## src/rtl/pbc_pkg.sv

```systemverilog
// constants and types of the power and reset controller
package pbc_pkg;

    // ------------------------------------------------------------
    // clock and timing
    // ------------------------------------------------------------
    localparam int unsigned CLK_HZ           = 10_000_000;
    localparam int unsigned LONG_PRESS_S     = 4;
    localparam int unsigned WDOG_S           = 4;
    localparam int unsigned RESET_TIMEOUT_MS = 20;
    localparam int unsigned RAIL_STEP_US     = 1000;
    localparam int unsigned CYCLE_OFF_MS     = 100;
    localparam int unsigned LONG_PRESS_CYC   = LONG_PRESS_S * CLK_HZ;
    localparam int unsigned WDOG_CYC         = WDOG_S * CLK_HZ;
    localparam int unsigned RESET_TIMEOUT_CYC = RESET_TIMEOUT_MS * (CLK_HZ / 1000);
    localparam int unsigned RAIL_STEP_CYC    = RAIL_STEP_US * (CLK_HZ / 1_000_000);
    localparam int unsigned CYCLE_OFF_CYC    = CYCLE_OFF_MS * (CLK_HZ / 1000);
    localparam int          CNT_W            = 26;

    // ------------------------------------------------------------
    // rails: bit n-1 enables rail_n
    // ------------------------------------------------------------
    localparam int          RAIL_N      = 13;
    localparam logic [12:0] RAILS_ALL   = 13'h1fff;
    localparam logic [12:0] RAILS_SLEEP = 13'h1861;
    localparam logic [12:0] RAILS_SHUT  = 13'h1000;
    localparam logic [12:0] RAILS_NONE  = 13'h0000;
    localparam logic [3:0]  SEQ_LAST    = 4'hc;

    // ------------------------------------------------------------
    // register map (byte addresses) and fields
    // ------------------------------------------------------------
    localparam int          ADDR_W      = 8;
    localparam logic [7:0]  OFS_CONTROL = 8'h00;
    localparam logic [7:0]  OFS_STATUS  = 8'h04;
    localparam logic [7:0]  OFS_RAILS   = 8'h08;
    localparam int          CTL_WDOG    = 0;
    localparam int          CTL_IRQ_LO  = 1;
    localparam int          CTL_IRQ_HI  = 2;
    localparam int          ST_SOFT     = 0;
    localparam int          ST_CYCLE    = 1;
    localparam int          ST_STATE_LO = 2;
    localparam int          ST_STATE_HI = 3;
    localparam int          ST_KEEP13   = 4;
    localparam int          ST_RESET    = 5;
    localparam logic [1:0]  RESP_OKAY   = 2'h0;
    localparam logic [1:0]  RESP_SLVERR = 2'h2;

    typedef enum logic [1:0] {
        SYS_OFF,
        SYS_SEQ_UP,
        SYS_ON,
        SYS_CYCLE
    } pbc_sys_state_t;

    // power-up order, as rail bit indices
    localparam logic [3:0] SEQ_RAIL [13] = '{4'hc, 4'h5, 4'h3, 4'h1, 4'h2, 4'h4, 4'h6, 4'h0, 4'hb, 4'ha, 4'h9, 4'h7, 4'h8};

endpackage

```

## src/rtl/pbc_sync.sv

```systemverilog
// two-flop synchroniser for a group of asynchronous levels
`timescale 1ns/1ps
`default_nettype none

module pbc_sync #(
    parameter int W = 1
) (
    // clock and reset
    input  wire logic         clk_sys,
    input  wire logic         rst_n,
    // levels
    input  wire logic [W-1:0] d,
    output logic      [W-1:0] q
);

    typedef struct packed {
        logic [W-1:0] stage1;
        logic [W-1:0] stage2;
    } pbc_sync_t;

    pbc_sync_t st;
    pbc_sync_t next_st;

    always_comb begin
        next_st        = st;
        next_st.stage1 = d;
        next_st.stage2 = st.stage1;
    end

    always_ff @(posedge clk_sys or negedge rst_n) begin
        if (!rst_n) begin
            st <= '0;
        end else begin
            st <= next_st;
        end
    end

    assign q = st.stage2;

endmodule

`default_nettype wire

```

## src/rtl/pbc_power_reset_ctrl.sv

```systemverilog
// power modes, rail sequencing, push-button timing and reset control
`timescale 1ns/1ps
`default_nettype none

// Summary of operation
// hold and enable high: all rails on
// sleep: rails 1,6,7,12,13 on
// shutdown: rail 13 only
// off with battery low: no rails
// rails rise 13,6,4,2,3,5,7,1,12,11,10,8,9
// resistor press enables, direct press resets
// short press: reset until release plus timeout
// soft reset flag, cleared by read
// long press: rails off, then on again
// power cycle flag, cleared by read
// processor pulses watchdog enable after soft reset
// button status low during a press
// reset low after startup until timeout
// interrupt low on unmasked pending flag
// interrupt sources reset masked
// enable press starts power-on
// processor raises hold before release
// release with hold low aborts start-up
// processor may delay hold or enable
// press or enable wakes sleep to all on
// watchdog expiry soft-resets
// timeouts are cycle-count parameters
// inputs synchronised before decoding
module pbc_power_reset_ctrl #(
    parameter int unsigned LONG_PRESS_CYC    = pbc_pkg::LONG_PRESS_CYC,
    parameter int unsigned WDOG_CYC          = pbc_pkg::WDOG_CYC,
    parameter int unsigned RESET_TIMEOUT_CYC = pbc_pkg::RESET_TIMEOUT_CYC,
    parameter int unsigned RAIL_STEP_CYC     = pbc_pkg::RAIL_STEP_CYC,
    parameter int unsigned CYCLE_OFF_CYC     = pbc_pkg::CYCLE_OFF_CYC
) (
    // clock and reset
    input  wire logic                      clk_sys,
    input  wire logic                      rst_n,
    // axi4-lite write address
    input  wire logic [pbc_pkg::ADDR_W-1:0] s_axi_awaddr,
    input  wire logic                      s_axi_awvalid,
    output logic                           s_axi_awready,
    // axi4-lite write data
    input  wire logic [31:0]               s_axi_wdata,
    input  wire logic [3:0]                s_axi_wstrb,
    input  wire logic                      s_axi_wvalid,
    output logic                           s_axi_wready,
    // axi4-lite write response
    output logic [1:0]                     s_axi_bresp,
    output logic                           s_axi_bvalid,
    input  wire logic                      s_axi_bready,
    // axi4-lite read address
    input  wire logic [pbc_pkg::ADDR_W-1:0] s_axi_araddr,
    input  wire logic                      s_axi_arvalid,
    output logic                           s_axi_arready,
    // axi4-lite read data
    output logic [31:0]                    s_axi_rdata,
    output logic [1:0]                     s_axi_rresp,
    output logic                           s_axi_rvalid,
    input  wire logic                      s_axi_rready,
    // mode and button pins
    input  wire logic                      powerHold,
    input  wire logic                      powerEnable,
    input  wire logic                      pushButtonInEnN,
    input  wire logic                      pushButtonInRstN,
    // battery comparators
    input  wire logic                      batteryAboveShutdown,
    input  wire logic                      batteryLow,
    // rail enables
    output logic [pbc_pkg::RAIL_N-1:0]     railEnable,
    // open-drain outputs
    output logic                           resetOut,
    output logic                           resetOutOeN,
    output logic                           interruptOut,
    output logic                           interruptOutOeN,
    output logic                           buttonStatusOut,
    output logic                           buttonStatusOeN
);

    // ------------------------------------------------------------
    // state
    // ------------------------------------------------------------
    typedef struct packed {
        pbc_pkg::pbc_sys_state_t      sysState;
        logic [3:0]                   seqStep;
        logic [pbc_pkg::CNT_W-1:0]    stepCnt;
        logic [12:0]                  rails;
        logic                         wake;
        logic                         cycleSeq;
        logic                         keep13;
        logic [pbc_pkg::CNT_W-1:0]    rstCnt;
        logic [pbc_pkg::CNT_W-1:0]    pressCnt;
        logic                         longDone;
        logic                         pressPrev;
        logic [pbc_pkg::CNT_W-1:0]    wdCnt;
        logic                         wdEnable;
        logic [1:0]                   irqEnable;
        logic                         srFlag;
        logic                         pcFlag;
        logic                         awready;
        logic                         wready;
        logic                         awHeld;
        logic                         wHeld;
        logic [pbc_pkg::ADDR_W-1:0]   awAddr;
        logic [31:0]                  wData;
        logic [3:0]                   wStrb;
        logic                         bvalid;
        logic [1:0]                   bresp;
        logic                         arready;
        logic                         rvalid;
        logic [31:0]                  rdata;
        logic [1:0]                   rresp;
        logic                         rstOeN;
        logic                         irqOeN;
        logic                         btnOeN;
        logic                         padLow;
    } pbc_state_t;

    pbc_state_t st;
    pbc_state_t next_st;

    localparam logic [pbc_pkg::CNT_W-1:0] LONG_LAST  = pbc_pkg::CNT_W'(LONG_PRESS_CYC - 1);
    localparam logic [pbc_pkg::CNT_W-1:0] WDOG_LAST  = pbc_pkg::CNT_W'(WDOG_CYC - 1);
    localparam logic [pbc_pkg::CNT_W-1:0] RST_DONE   = pbc_pkg::CNT_W'(RESET_TIMEOUT_CYC);
    localparam logic [pbc_pkg::CNT_W-1:0] STEP_LAST  = pbc_pkg::CNT_W'(RAIL_STEP_CYC - 1);
    localparam logic [pbc_pkg::CNT_W-1:0] CYCLE_LAST = pbc_pkg::CNT_W'(CYCLE_OFF_CYC - 1);

    // ------------------------------------------------------------
    // input synchronisers
    // ------------------------------------------------------------
    logic [5:0] syncIn;
    logic       hold;
    logic       enable;
    logic       pressEn;
    logic       pressRst;
    logic       batAbove;
    logic       batLow;

    pbc_sync #(
        .W (6)
    ) u_sync (
        .clk_sys (clk_sys),
        .rst_n   (rst_n),
        .d       ({powerHold, powerEnable, ~pushButtonInEnN, ~pushButtonInRstN,
                   batteryAboveShutdown, batteryLow}),
        .q       (syncIn)
    );

    assign {hold, enable, pressEn, pressRst, batAbove, batLow} = syncIn;

    function automatic logic isReg(input logic [pbc_pkg::ADDR_W-1:0] a,
                                   input logic [pbc_pkg::ADDR_W-1:0] ofs);
        return {a[pbc_pkg::ADDR_W-1:2], 2'h0} == ofs;
    endfunction

    // ------------------------------------------------------------
    // next state
    // ------------------------------------------------------------
    logic anyAccess;
    logic wdFire;
    logic cycleReq;
    logic softEvt;
    logic clrFlags;

    always_comb begin
        next_st   = st;
        anyAccess = (s_axi_awvalid && st.awready) || (s_axi_arvalid && st.arready);
        clrFlags  = s_axi_arvalid && st.arready && isReg(s_axi_araddr, pbc_pkg::OFS_STATUS);

        // watchdog, restarted by every bus access
        wdFire = st.wdEnable && !anyAccess && (st.wdCnt == WDOG_LAST);
        if (!st.wdEnable || anyAccess || wdFire) begin
            next_st.wdCnt = '0;
        end else begin
            next_st.wdCnt = st.wdCnt + 1'b1;
        end

        // press duration timing
        cycleReq = pressRst && !st.longDone && (st.pressCnt == LONG_LAST);
        if (pressRst) begin
            if (cycleReq) begin
                next_st.longDone = 1'b1;
            end else if (!st.longDone) begin
                next_st.pressCnt = st.pressCnt + 1'b1;
            end
        end else begin
            next_st.pressCnt = '0;
            next_st.longDone = 1'b0;
        end
        next_st.pressPrev = pressRst;
        softEvt = (st.pressPrev && !pressRst && !st.longDone) || wdFire;

        // status flags: a new event beats a clearing read
        next_st.srFlag = (st.srFlag && !clrFlags) || softEvt;
        next_st.pcFlag = (st.pcFlag && !clrFlags) || cycleReq;

        // rail 13 holds between the two battery thresholds
        if (batLow) begin
            next_st.keep13 = 1'b0;
        end else if (batAbove) begin
            next_st.keep13 = 1'b1;
        end

        // power state machine
        unique case (st.sysState)
            pbc_pkg::SYS_OFF: begin
                next_st.rails = st.keep13 ? pbc_pkg::RAILS_SHUT : pbc_pkg::RAILS_NONE;
                if (pressEn) begin
                    next_st.sysState = pbc_pkg::SYS_SEQ_UP;
                    next_st.seqStep  = '0;
                    next_st.stepCnt  = '0;
                    next_st.cycleSeq = 1'b0;
                end
            end
            pbc_pkg::SYS_SEQ_UP: begin
                if (!st.cycleSeq && !pressEn && !hold) begin
                    next_st.sysState = pbc_pkg::SYS_OFF;
                    next_st.rails    = pbc_pkg::RAILS_NONE;
                end else if (st.stepCnt == STEP_LAST) begin
                    next_st.stepCnt = '0;
                    next_st.rails   = st.rails | (13'h0001 << pbc_pkg::SEQ_RAIL[st.seqStep]);
                    if (st.seqStep == pbc_pkg::SEQ_LAST) begin
                        next_st.sysState = pbc_pkg::SYS_ON;
                        next_st.wake     = 1'b0;
                    end else begin
                        next_st.seqStep = st.seqStep + 1'b1;
                    end
                end else begin
                    next_st.stepCnt = st.stepCnt + 1'b1;
                end
            end
            pbc_pkg::SYS_ON: begin
                if (!hold) begin
                    next_st.sysState = pbc_pkg::SYS_OFF;
                    next_st.rails    = st.keep13 ? pbc_pkg::RAILS_SHUT : pbc_pkg::RAILS_NONE;
                end else if (enable) begin
                    next_st.rails = pbc_pkg::RAILS_ALL;
                    next_st.wake  = 1'b0;
                end else if (pressEn || st.wake) begin
                    next_st.rails = pbc_pkg::RAILS_ALL;
                    next_st.wake  = 1'b1;
                end else begin
                    next_st.rails = pbc_pkg::RAILS_SLEEP;
                end
            end
            pbc_pkg::SYS_CYCLE: begin
                next_st.rails = pbc_pkg::RAILS_NONE;
                if (st.stepCnt == CYCLE_LAST) begin
                    next_st.sysState = pbc_pkg::SYS_SEQ_UP;
                    next_st.stepCnt  = '0;
                    next_st.seqStep  = '0;
                    next_st.cycleSeq = 1'b1;
                end else begin
                    next_st.stepCnt = st.stepCnt + 1'b1;
                end
            end
        endcase
        if (cycleReq) begin
            next_st.sysState = pbc_pkg::SYS_CYCLE;
            next_st.rails    = pbc_pkg::RAILS_NONE;
            next_st.stepCnt  = '0;
        end

        // reset output: restart the timeout on any reset cause
        if (pressRst || softEvt || next_st.sysState == pbc_pkg::SYS_CYCLE
            || (next_st.sysState == pbc_pkg::SYS_SEQ_UP && next_st.cycleSeq)) begin
            next_st.rstCnt = '0;
        end else if (st.rstCnt != RST_DONE) begin
            next_st.rstCnt = st.rstCnt + 1'b1;
        end
        next_st.rstOeN = (next_st.rstCnt == RST_DONE);

        // write: address and data in either order
        if (s_axi_awvalid && st.awready) begin
            next_st.awAddr  = s_axi_awaddr;
            next_st.awready = 1'b0;
            next_st.awHeld  = 1'b1;
        end
        if (s_axi_wvalid && st.wready) begin
            next_st.wData  = s_axi_wdata;
            next_st.wStrb  = s_axi_wstrb;
            next_st.wready = 1'b0;
            next_st.wHeld  = 1'b1;
        end
        if (st.awHeld && st.wHeld) begin
            next_st.awHeld = 1'b0;
            next_st.wHeld  = 1'b0;
            next_st.bvalid = 1'b1;
            next_st.bresp  = pbc_pkg::RESP_OKAY;
            if (isReg(st.awAddr, pbc_pkg::OFS_CONTROL)) begin
                if (st.wStrb[0]) begin
                    next_st.wdEnable  = st.wData[pbc_pkg::CTL_WDOG];
                    next_st.irqEnable = st.wData[pbc_pkg::CTL_IRQ_HI:pbc_pkg::CTL_IRQ_LO];
                end
            end else if (!isReg(st.awAddr, pbc_pkg::OFS_STATUS) && !isReg(st.awAddr, pbc_pkg::OFS_RAILS)) begin
                next_st.bresp = pbc_pkg::RESP_SLVERR;
            end
        end
        if (st.bvalid && s_axi_bready) begin
            next_st.bvalid  = 1'b0;
            next_st.awready = 1'b1;
            next_st.wready  = 1'b1;
        end

        // read channel
        if (s_axi_arvalid && st.arready) begin
            next_st.arready = 1'b0;
            next_st.rvalid  = 1'b1;
            next_st.rresp   = pbc_pkg::RESP_OKAY;
            next_st.rdata   = '0;
            if (isReg(s_axi_araddr, pbc_pkg::OFS_CONTROL)) begin
                next_st.rdata[pbc_pkg::CTL_WDOG] = st.wdEnable;
                next_st.rdata[pbc_pkg::CTL_IRQ_HI:pbc_pkg::CTL_IRQ_LO] = st.irqEnable;
            end else if (isReg(s_axi_araddr, pbc_pkg::OFS_STATUS)) begin
                next_st.rdata[pbc_pkg::ST_SOFT]  = st.srFlag;
                next_st.rdata[pbc_pkg::ST_CYCLE] = st.pcFlag;
                next_st.rdata[pbc_pkg::ST_STATE_HI:pbc_pkg::ST_STATE_LO] = st.sysState;
                next_st.rdata[pbc_pkg::ST_KEEP13] = st.keep13;
                next_st.rdata[pbc_pkg::ST_RESET]  = !st.rstOeN;
            end else if (isReg(s_axi_araddr, pbc_pkg::OFS_RAILS)) begin
                next_st.rdata[pbc_pkg::RAIL_N-1:0] = st.rails;
            end else begin
                next_st.rresp = pbc_pkg::RESP_SLVERR;
            end
        end
        if (st.rvalid && s_axi_rready) begin
            next_st.rvalid  = 1'b0;
            next_st.arready = 1'b1;
        end

        // open-drain pads
        next_st.irqOeN = !(|({next_st.pcFlag, next_st.srFlag} & next_st.irqEnable));
        next_st.btnOeN = !(pressEn || pressRst);
        next_st.padLow = 1'b0;
    end

    // ------------------------------------------------------------
    // registers
    // ------------------------------------------------------------
    always_ff @(posedge clk_sys or negedge rst_n) begin
        if (!rst_n) begin
            st          <= '0;
            st.sysState <= pbc_pkg::SYS_OFF;
            st.awready  <= 1'b1;
            st.wready   <= 1'b1;
            st.arready  <= 1'b1;
            st.rstOeN   <= 1'b0;
            st.irqOeN   <= 1'b1;
            st.btnOeN   <= 1'b1;
        end else begin
            st <= next_st;
        end
    end

    // ------------------------------------------------------------
    // outputs
    // ------------------------------------------------------------
    assign s_axi_awready   = st.awready;
    assign s_axi_wready    = st.wready;
    assign s_axi_bresp     = st.bresp;
    assign s_axi_bvalid    = st.bvalid;
    assign s_axi_arready   = st.arready;
    assign s_axi_rdata     = st.rdata;
    assign s_axi_rresp     = st.rresp;
    assign s_axi_rvalid    = st.rvalid;
    assign railEnable      = st.rails;
    assign resetOut        = st.padLow;
    assign resetOutOeN     = st.rstOeN;
    assign interruptOut    = st.padLow;
    assign interruptOutOeN = st.irqOeN;
    assign buttonStatusOut = st.padLow;
    assign buttonStatusOeN = st.btnOeN;

endmodule

`default_nettype wire

```

## config.mk

```make
export PLATFORM = sky130hd
export DESIGN_NAME = pbc_power_reset_ctrl
export DESIGN_NICKNAME = d
export VERILOG_FILES = /design/src/rtl/pbc_pkg.sv /design/src/rtl/pbc_sync.sv /design/src/rtl/pbc_power_reset_ctrl.sv
export SDC_FILE = /design/constraint.sdc
export NUM_CORES = 1
export LEC_CHECK = 0
export ABC_AREA = 0
export BUFFER_PORTS_ARGS = -buffer_cell sky130_fd_sc_hd__buf_2
export CAP_MARGIN = 15
export CORE_ASPECT_RATIO = 1.4
export CORE_MARGIN = 5
export CORE_UTILIZATION = 40
export CTS_BUF_LIST = sky130_fd_sc_hd__clkbuf_8 sky130_fd_sc_hd__clkbuf_16
export CTS_CLUSTER_DIAMETER = 100
export CTS_CLUSTER_SIZE = 14
export DETAILED_ROUTE_END_ITERATION = 10
export GPL_TIMING_DRIVEN = 0
export REMOVE_ABC_BUFFERS = 1
export SLEW_MARGIN = 25
export SYNTH_ARGS = -nofsm -noshare
export SYNTH_HDL_FRONTEND = slang
export SYNTH_SLANG_ARGS = --single-unit
```

## constraint.sdc

```tcl
create_clock -name clk_sys -period 3.1 [get_ports clk_sys]
set_clock_uncertainty 0.05 [all_clocks]
set_input_delay 0 -clock clk_sys [delete_from_list [all_inputs] [get_ports clk_sys]]
set_output_delay 0 -clock clk_sys [all_outputs]
set_load 0.005 [all_outputs]
```

==> results of run 1 <==
per-layer routing:
| layer | vias to the layer above | GRT usage [%] |
|---|---|---|
| met5 | - | 0 |
| met1 | 3491 | 18.1 |
| met4 | 0 | 6.41 |
| li1 | 3491 | - |
| met3 | 35 | 2.35 |
| met2 | 90 | 27.9 |
registers in the layout, indices dropped and copies added (netlist names), 6 cells and up:
signal,flops
u_sync.q,6
st,132
u_sync.next_st,6
s_axi_rdata,13
railEnable,13
where the power goes:
part | switching, mW | internal [mW] | total, mW
registers | 0.115 | 2.52 | 2.63
logic | 0.544 | 0.359 | 0.902
clock network | 0.932 | 1.45 | 2.38
synthesized netlist by cell type (11+ instances only):
| library cell | count |
|---|---|
| nor2_1 | 130 |
| nor3_1 | 22 |
| clkbuf_1 | 25 |
| and3_1 | 20 |
| nor2b_1 | 13 |
| nand2_1 | 85 |
| dfrtp_1 | 175 |
| a22o_1 | 11 |
| nor2_2 | 11 |
| mux2_2 | 13 |
| inv_1 | 27 |
| nand4_1 | 33 |
| nand3_1 | 50 |
| mux2i_1 | 11 |
| o21ai_1 | 14 |
| a21oi_1 | 24 |
| buf_4 | 56 |
| o21ai_0 | 38 |
| nor4_1 | 14 |
| xnor2_1 | 38 |
| xor2_1 | 52 |
| ha_1 | 16 |
worst max-delay path: stages, from the launching register on:
cell and delay (ps):
dfrtp_1 440, or4b_1 540, or4_4 530, or3_1 570, o21ai_4 230, nor2b_4 240
buf_12 170, nor2_1 60
logic make-up (layout without fill, tap and decap cells):
family                     Yosys count  after routing
muxes                               24             24
other                                1             24
xor gates and xnor gates            90             90
adders and majority gates           16             16
and+or+nand+nor                    447            447
AOI/OAI and AO/OA                  133            133
DFF                                180            180
buffers and inverters              112            151
per-stage QoR:
| stage | power, mW | util [%] | instances | hold WS [ps] |
|---|---|---|---|---|
| 2_1_floorplan | 3.21 | - | 941 | -346 |
| 4_1_cts | 5.98 | 45.4 | 1375 | 6.27 |
| 5_1_grt | 6.21 | 45.5 | 1375 | 55.2 |
| 6_report | 5.92 | 45.5 | 1375 | 9.62 |
| 3_5_place_dp | 3.51 | 41.4 | 1316 | 12.0 |
| 3_3_place_gp | 3.49 | 41.2 | 1315 | 62.2 |
worst paths after layout:
kind	from	endpoint	cells after the start
min reg2reg	u_sync.next_st[3]	u_sync.q[3]	0
min in group asynchronous	rst_n	railEnable[2]	2
min	s_axi_araddr[4]	s_axi_rdata[2]	4
max in group asynchronous	rst_n	st[174]	3
max	st[137]	st[205]	7
max reg2reg	st[137]	st[205]	7
layout make-up:
type	instances	area [µm²]	area share [%]
Clock buffer	18	439	4.06
Clock inverter	14	209	1.93
Inverter	27	101	0.938
Multi-Input combinational cell	734	4520	41.8
Sequential cell	180	4510	41.7
Tap cell	310	388	3.59
Timing Repair Buffer	92	638	5.91
what timing repair did:
item                                   4_1_cts  5_1_grt
hold buffers                                26        0
setup endpoints to repair                   17       40
buffers inserted                             1        0
resized for setup                            2        6
endpoints found under the hold margin      114        0
pin swaps                                    0        0
==> results.py, run 1 <==
metrics = {
    "status": {
        "status": "finished, final reports clean",
    },
    "floorplanning": {
        "num_io_pins": 125,
        "row_count": 67,
        "chipWidth_um": 140,
        "die_h_um": 193,
        "initial_core_util_pct": 40.2,
        "core_area_um2": 23700,
        "die_area_um2": 27100,
    },
    "flow_run": {
        "cap_violations": 0,
    },
    "synthesis": {
        "synth-adder-area-share_pct": 2.10,
        "yosysWarnings": 0,
        "ys_types": 75,
        "avgSynthCellArea_um2": 9.51,
        "synthTopCellsByArea": "dfrtp_1, nor2_1, xor2_1",
        "synth_seq_cells": 180,
        "async_flop_share_pct": 100,
        "synth_top_family_by_area": "simple AND/OR/NAND/NOR gates",
        "synthFlopType": "dfrtp_1",
        "synth-xor-area-share_pct": 8.27,
        "synth-simple-area-share_pct": 23.8,
        "synth_cells": 1003,
        "syn_area_um2": 9540,
        "synth-edff-count": 0,
        "ys_seq_area_share_pct": 47.3,
        "muxShareOfSynthArea_pct": 2.69,
        "synth_top_area_share_pct": 45.9,
        "synth_compound_area_share_pct": 8.95,
        "synth_top_area_cell": "dfrtp_1",
    },
    "layout": {
        "nets": 1133,
        "syn_to_final_growth_pct": 13.3,
        "stdcell_area_um2": 10800,
        "drive_above_1_share_pct": 14.3,
        "n_antenna_cell": 0,
        "layout_commonest_cell": "dfrtp_1",
        "final_cell_mix": "dfrtp_1, nor2_1, nand2_1",
        "nFillCells": 2285,
    },
    "grt": {
        "grt_overflow": 0,
        "grt_max_degree": 94,
        "grt_pass1_vias": 7216,
        "grt_pass1_wl_um": 34500,
        "antenna_found_initial": 0,
        "grt_use_total_pct": 15.4,
    },
    "routing": {
        "ant_nets": 0,
        "vias": 7107,
        "m1WireLength_um": 8530,
        "wl_um": 20300,
        "dr.first_iter.drc_count": 400,
        "drc": 0,
        "met2_length_um": 10800,
        "wl_met3_um": 433,
        "top_layer": "met4",
        "viasPerCell": 5.17,
        "wl_per_cell_um": 14.8,
        "firstDrtPassIters": 5,
    },
    "sta": {
        "slew-limit-headroom_pct": 42.6,
        "setup_tns_ps": 0,
        "worst_pin_slew_ps": 853,
        "finalHoldViolations": 0,
        "post-route-min-period_ps": 2960,
        "min_period_over_period_pct": 95.4,
        "clock.fmax_mhz": 338,
        "fin_ws_ps": 142,
        "drv_slew": 0,
        "setup_violations": 0,
        "rsz0062_at_grt": "no",
    },
    "cts": {
        "cts_buffers": 17,
        "clk_latency_ps": 440,
        "clock_path_buffers": 2,
        "cts_tree": "done",
        "cts.clk_slew.worst_paths_ps": 70,
        "htreeDepth": 4,
        "cts.sinks": 180,
        "root_buffer": "clkbuf_16",
    },
    "setup_path": {
        "start_kind": "flip-flop",
        "crit_required_ps": 3370,
        "critPathMaxFanout": 17,
        "reg2reg_slack_ps": 140,
        "timing_worst_setup_path_type": "flip-flop to flip-flop",
        "cp.arrival_ps": 3230,
        "end_kind": "flip-flop",
    },
    "placement": {
        "placed_cell_area_um2": 9820,
        "io_buffers": 64,
        "gp_congestion": 0.866,
        "dp_slack_ps": -707,
        "dp_hpwl_um": 14200,
    },
    "power_and_ir_drop": {
        "ir_drop_uv": 389,
        "leakagePower_nw": 4.70,
        "power.density_nw_per_um2": 547,
    },
    "min_path": {
        "hold_class": "primary input to flip-flop",
    },
}
Note: power is estimated with default switching activity, not from simulation.
==> run 2: changes to the inputs <==
--- a/config.mk
+++ b/config.mk
@@ -5,7 +5,7 @@
 export SDC_FILE = /design/constraint.sdc
 export NUM_CORES = 1
 export LEC_CHECK = 0
-export ABC_AREA = 0
+export ABC_AREA = 1
 export BUFFER_PORTS_ARGS = -buffer_cell sky130_fd_sc_hd__buf_2
 export CAP_MARGIN = 15
 export CORE_ASPECT_RATIO = 1.4
==> constraint.sdc (replaced) <==
create_clock -name clk_sys -period 3.05 [get_ports clk_sys]
set_clock_uncertainty 0.05 [all_clocks]
set_input_delay 0 -clock clk_sys [delete_from_list [all_inputs] [get_ports clk_sys]]
set_output_delay 0 -clock clk_sys [all_outputs]
set_load 0.005 [all_outputs]
==> results.py, run 2 <==
metrics = {
    "cts": {
        "clock_path_buffers": 2,
        "htreeDepth": 4,
        "cts.sinks": 180,
        "clk_latency_ps": 440,
        "root_buffer": "clkbuf_16",
        "cts.clk_slew.worst_paths_ps": 70,
        "cts_tree": "done",
        "cts_setup_buffers": 0,
        "cts_buffers": 17,
    },
    "setup_path": {
        "end_kind": "flip-flop",
        "critPathMaxFanout": 22,
        "crit_top_cell": "nand3_1",
        "cpPeakStageDelay_ps": 420,
        "start_kind": "flip-flop",
        "cp.arrival_ps": 2990,
        "crit_required_ps": 3330,
        "slowest_stage": "dfrtp_1",
        "path_cells": "inv_1 -> ha_1 -> inv_1 -> nor2_4 -> nand4_1 -> nand2_1 -> nand3_1 -> nand3_1 -> nand2_2 -> nand2_4 -> nor2_1 -> nand3_1 -> nor2_1",
        "timing_worst_setup_path_type": "flip-flop to flip-flop",
    },
    "floorplanning": {
        "chipWidth_um": 145,
        "row_count": 69,
        "initial_core_util_pct": 40.4,
        "die_area_um2": 28900,
        "num_io_pins": 125,
        "die_h_um": 199,
        "core_area_um2": 25300,
    },
    "routing": {
        "ant_nets": 0,
        "drc": 0,
        "wl_per_cell_um": 13.8,
        "dr.first_iter.drc_count": 486,
        "wl_um": 23800,
        "vias": 8634,
        "firstDrtPassIters": 5,
        "viasPerCell": 5.01,
    },
    "sta": {
        "worst_hold_slack_ps": 46.8,
        "min_period_over_period_pct": 88.8,
        "clock.fmax_mhz": 369,
        "slew-limit-headroom_pct": 45.0,
        "worst_pin_slew_ps": 821,
        "drv_slew": 0,
        "post-route-min-period_ps": 2710,
        "fin_ws_ps": 343,
        "setup_violations": 0,
        "finalHoldViolations": 0,
        "rsz0062_at_grt": "no",
    },
    "layout": {
        "layout_commonest_cell": "nand2_1",
        "n_antenna_cell": 0,
        "nets": 1473,
        "drive_above_1_share_pct": 9.89,
        "stdcell_area_um2": 11500,
        "top_register": "st",
        "largest_reg_flops": 132,
        "syn_to_final_growth_pct": 12.5,
        "final_cells": 1724,
        "final_cell_mix": "nand2_1, nor2_1, dfrtp_1",
    },
    "power_and_ir_drop": {
        "leakagePower_nw": 5.13,
        "ir_drop_uv": 411,
        "power.density_nw_per_um2": 545,
    },
    "synthesis": {
        "ys_types": 56,
        "yosysWarnings": 0,
        "synth-edff-count": 0,
        "synth_seq_cells": 180,
        "avgSynthCellArea_um2": 7.69,
        "ys_seq_area_share_pct": 44.1,
        "synthFlopType": "dfrtp_1",
        "syn_area_um2": 10200,
        "synth_cells": 1329,
        "synth_common_cells": "nand2_1, nor2_1, dfrtp_1",
        "synth_top_area_share_pct": 42.8,
        "synth_top_area_cell": "dfrtp_1",
        "synthTopCellsByArea": "dfrtp_1, nand2_1, nor2_1",
        "yosysMostFrequentCell": "nand2_1",
        "async_flop_share_pct": 100,
    },
    "placement": {
        "placed_cell_area_um2": 10600,
        "gp_congestion": 0.898,
        "io_buffers": 64,
        "placedCellCount": 1662,
        "dp_slack_ps": -320,
        "dp_hpwl_um": 17800,
    },
    "min_path": {
        "hold_class": "primary input to async pin",
    },
    "grt": {
        "grt_max_degree": 75,
        "grt_pass1_vias": 8739,
        "grt_overflow": 0,
        "grt_pass1_wl_um": 41000,
        "grt_use_total_pct": 16.9,
        "antenna_found_initial": 0,
    },
    "status": {
        "status": "finished, final reports clean",
    },
    "flow_run": {
        "cap_violations": 0,
    },
}
-- run 2: cell types whose count changed in the layout (fill, tap and decap cells not counted), moves of 23 or more --
cell / delta
nand2_1: +185
a21oi_1: +35
xor2_1: -23
nor2_1: +55
inv_1: +145
xnor2_1: -28
-- run 2: layer usage --
layer / part of all wire [%] / wire length [µm] / GRT usage (%) / vias to the layer above
met4: 3.0 / 703 / 6.95 / 0
li1: - / - / - / 4390
met1: 43 / 10200 / 19.9 / 4029
met5: 0 / 0 / 0 / -
met3: 3.6 / 849 / 3.13 / 50
met2: 50 / 12000 / 30.2 / 165
-- run 2: path summary, 6_finish.rpt --
check / end / depth (start not counted) / from / slack, ps
max: resetOutOeN / 13 / st[223] / 340
min: railEnable[8] / 3 / rst_n / 50
max reg2reg: resetOutOeN / 13 / st[223] / 340
min reg2reg: u_sync.q[2] / 0 / u_sync.next_st[2] / 300
max in group asynchronous: u_sync.q[2] / 4 / rst_n / 2140
min in group clk_sys: s_axi_rdata[2] / 6 / s_axi_araddr[4] / 60
-- run 2: worst max-delay path: cells and delay by family, from the launching register on --
family | cells | cell delay (ps)
simple gates | 10 | 1430
flops | 1 | 420
fa+ha+maj | 1 | 350
buf+inv | 2 | 340
-- run 2: final cells by class --
| cell class | instances | area [µm²] |
|---|---|---|
| fill | 2469 | 13800 |
| clock inverter | 13 | 121 |
| sequential | 180 | 4510 |
| timing repair buffer | 96 | 696 |
| inverter | 180 | 678 |
| multi-input combinational | 917 | 4640 |
| clock buffer | 19 | 453 |
| tap | 319 | 399 |
-- run 2: cell families (layout without fill, tap and decap cells) --
| kind of cell | count (synthesis) | count (layout) | synth area share [%] |
|---|---|---|---|
| other | 1 | 24 | 0.0367 |
| flip-flops | 180 | 180 | 44.1 |
| multiplexers | 1 | 1 | 0.0979 |
| XOR/XNOR | 39 | 39 | 3.34 |
| AO/OA/AOI/OAI | 175 | 175 | 10.1 |
| AND/OR/NAND/NOR | 662 | 662 | 28.8 |
| adder cells (fa/ha/maj) | 16 | 16 | 1.96 |
| buffers and inverters | 255 | 308 | 11.6 |
-- run 2: per-stage QoR --
step | power, mW | TNS [ps] | util, %
6_report | 6.27 | 0 | 45.5
5_1_grt | 6.64 | 0 | 45.5
4_1_cts | 6.35 | 0 | 45.4
3_5_place_dp | 4.09 | -3840 | 41.9
3_3_place_gp | 4.06 | -178890 | 41.6
2_1_floorplan | 3.64 | 0 | -
-- run 2: timing repair --
action | in CTS | in global routing
cloned | 0 | 0
endpoints found under the setup margin | 36 | 3
resized for setup | 5 | 2
hold buffers | 30 | 0
hold endpoints to repair | 126 | 0
-- run 2: report_power, final --
part	total [mW]	switching (mW)	internal, mW
Sequential	2.78	0.155	2.63
Combinational	1.32	0.895	0.429
Clock	2.16	0.926	1.24
Total	6.27	1.98	4.29
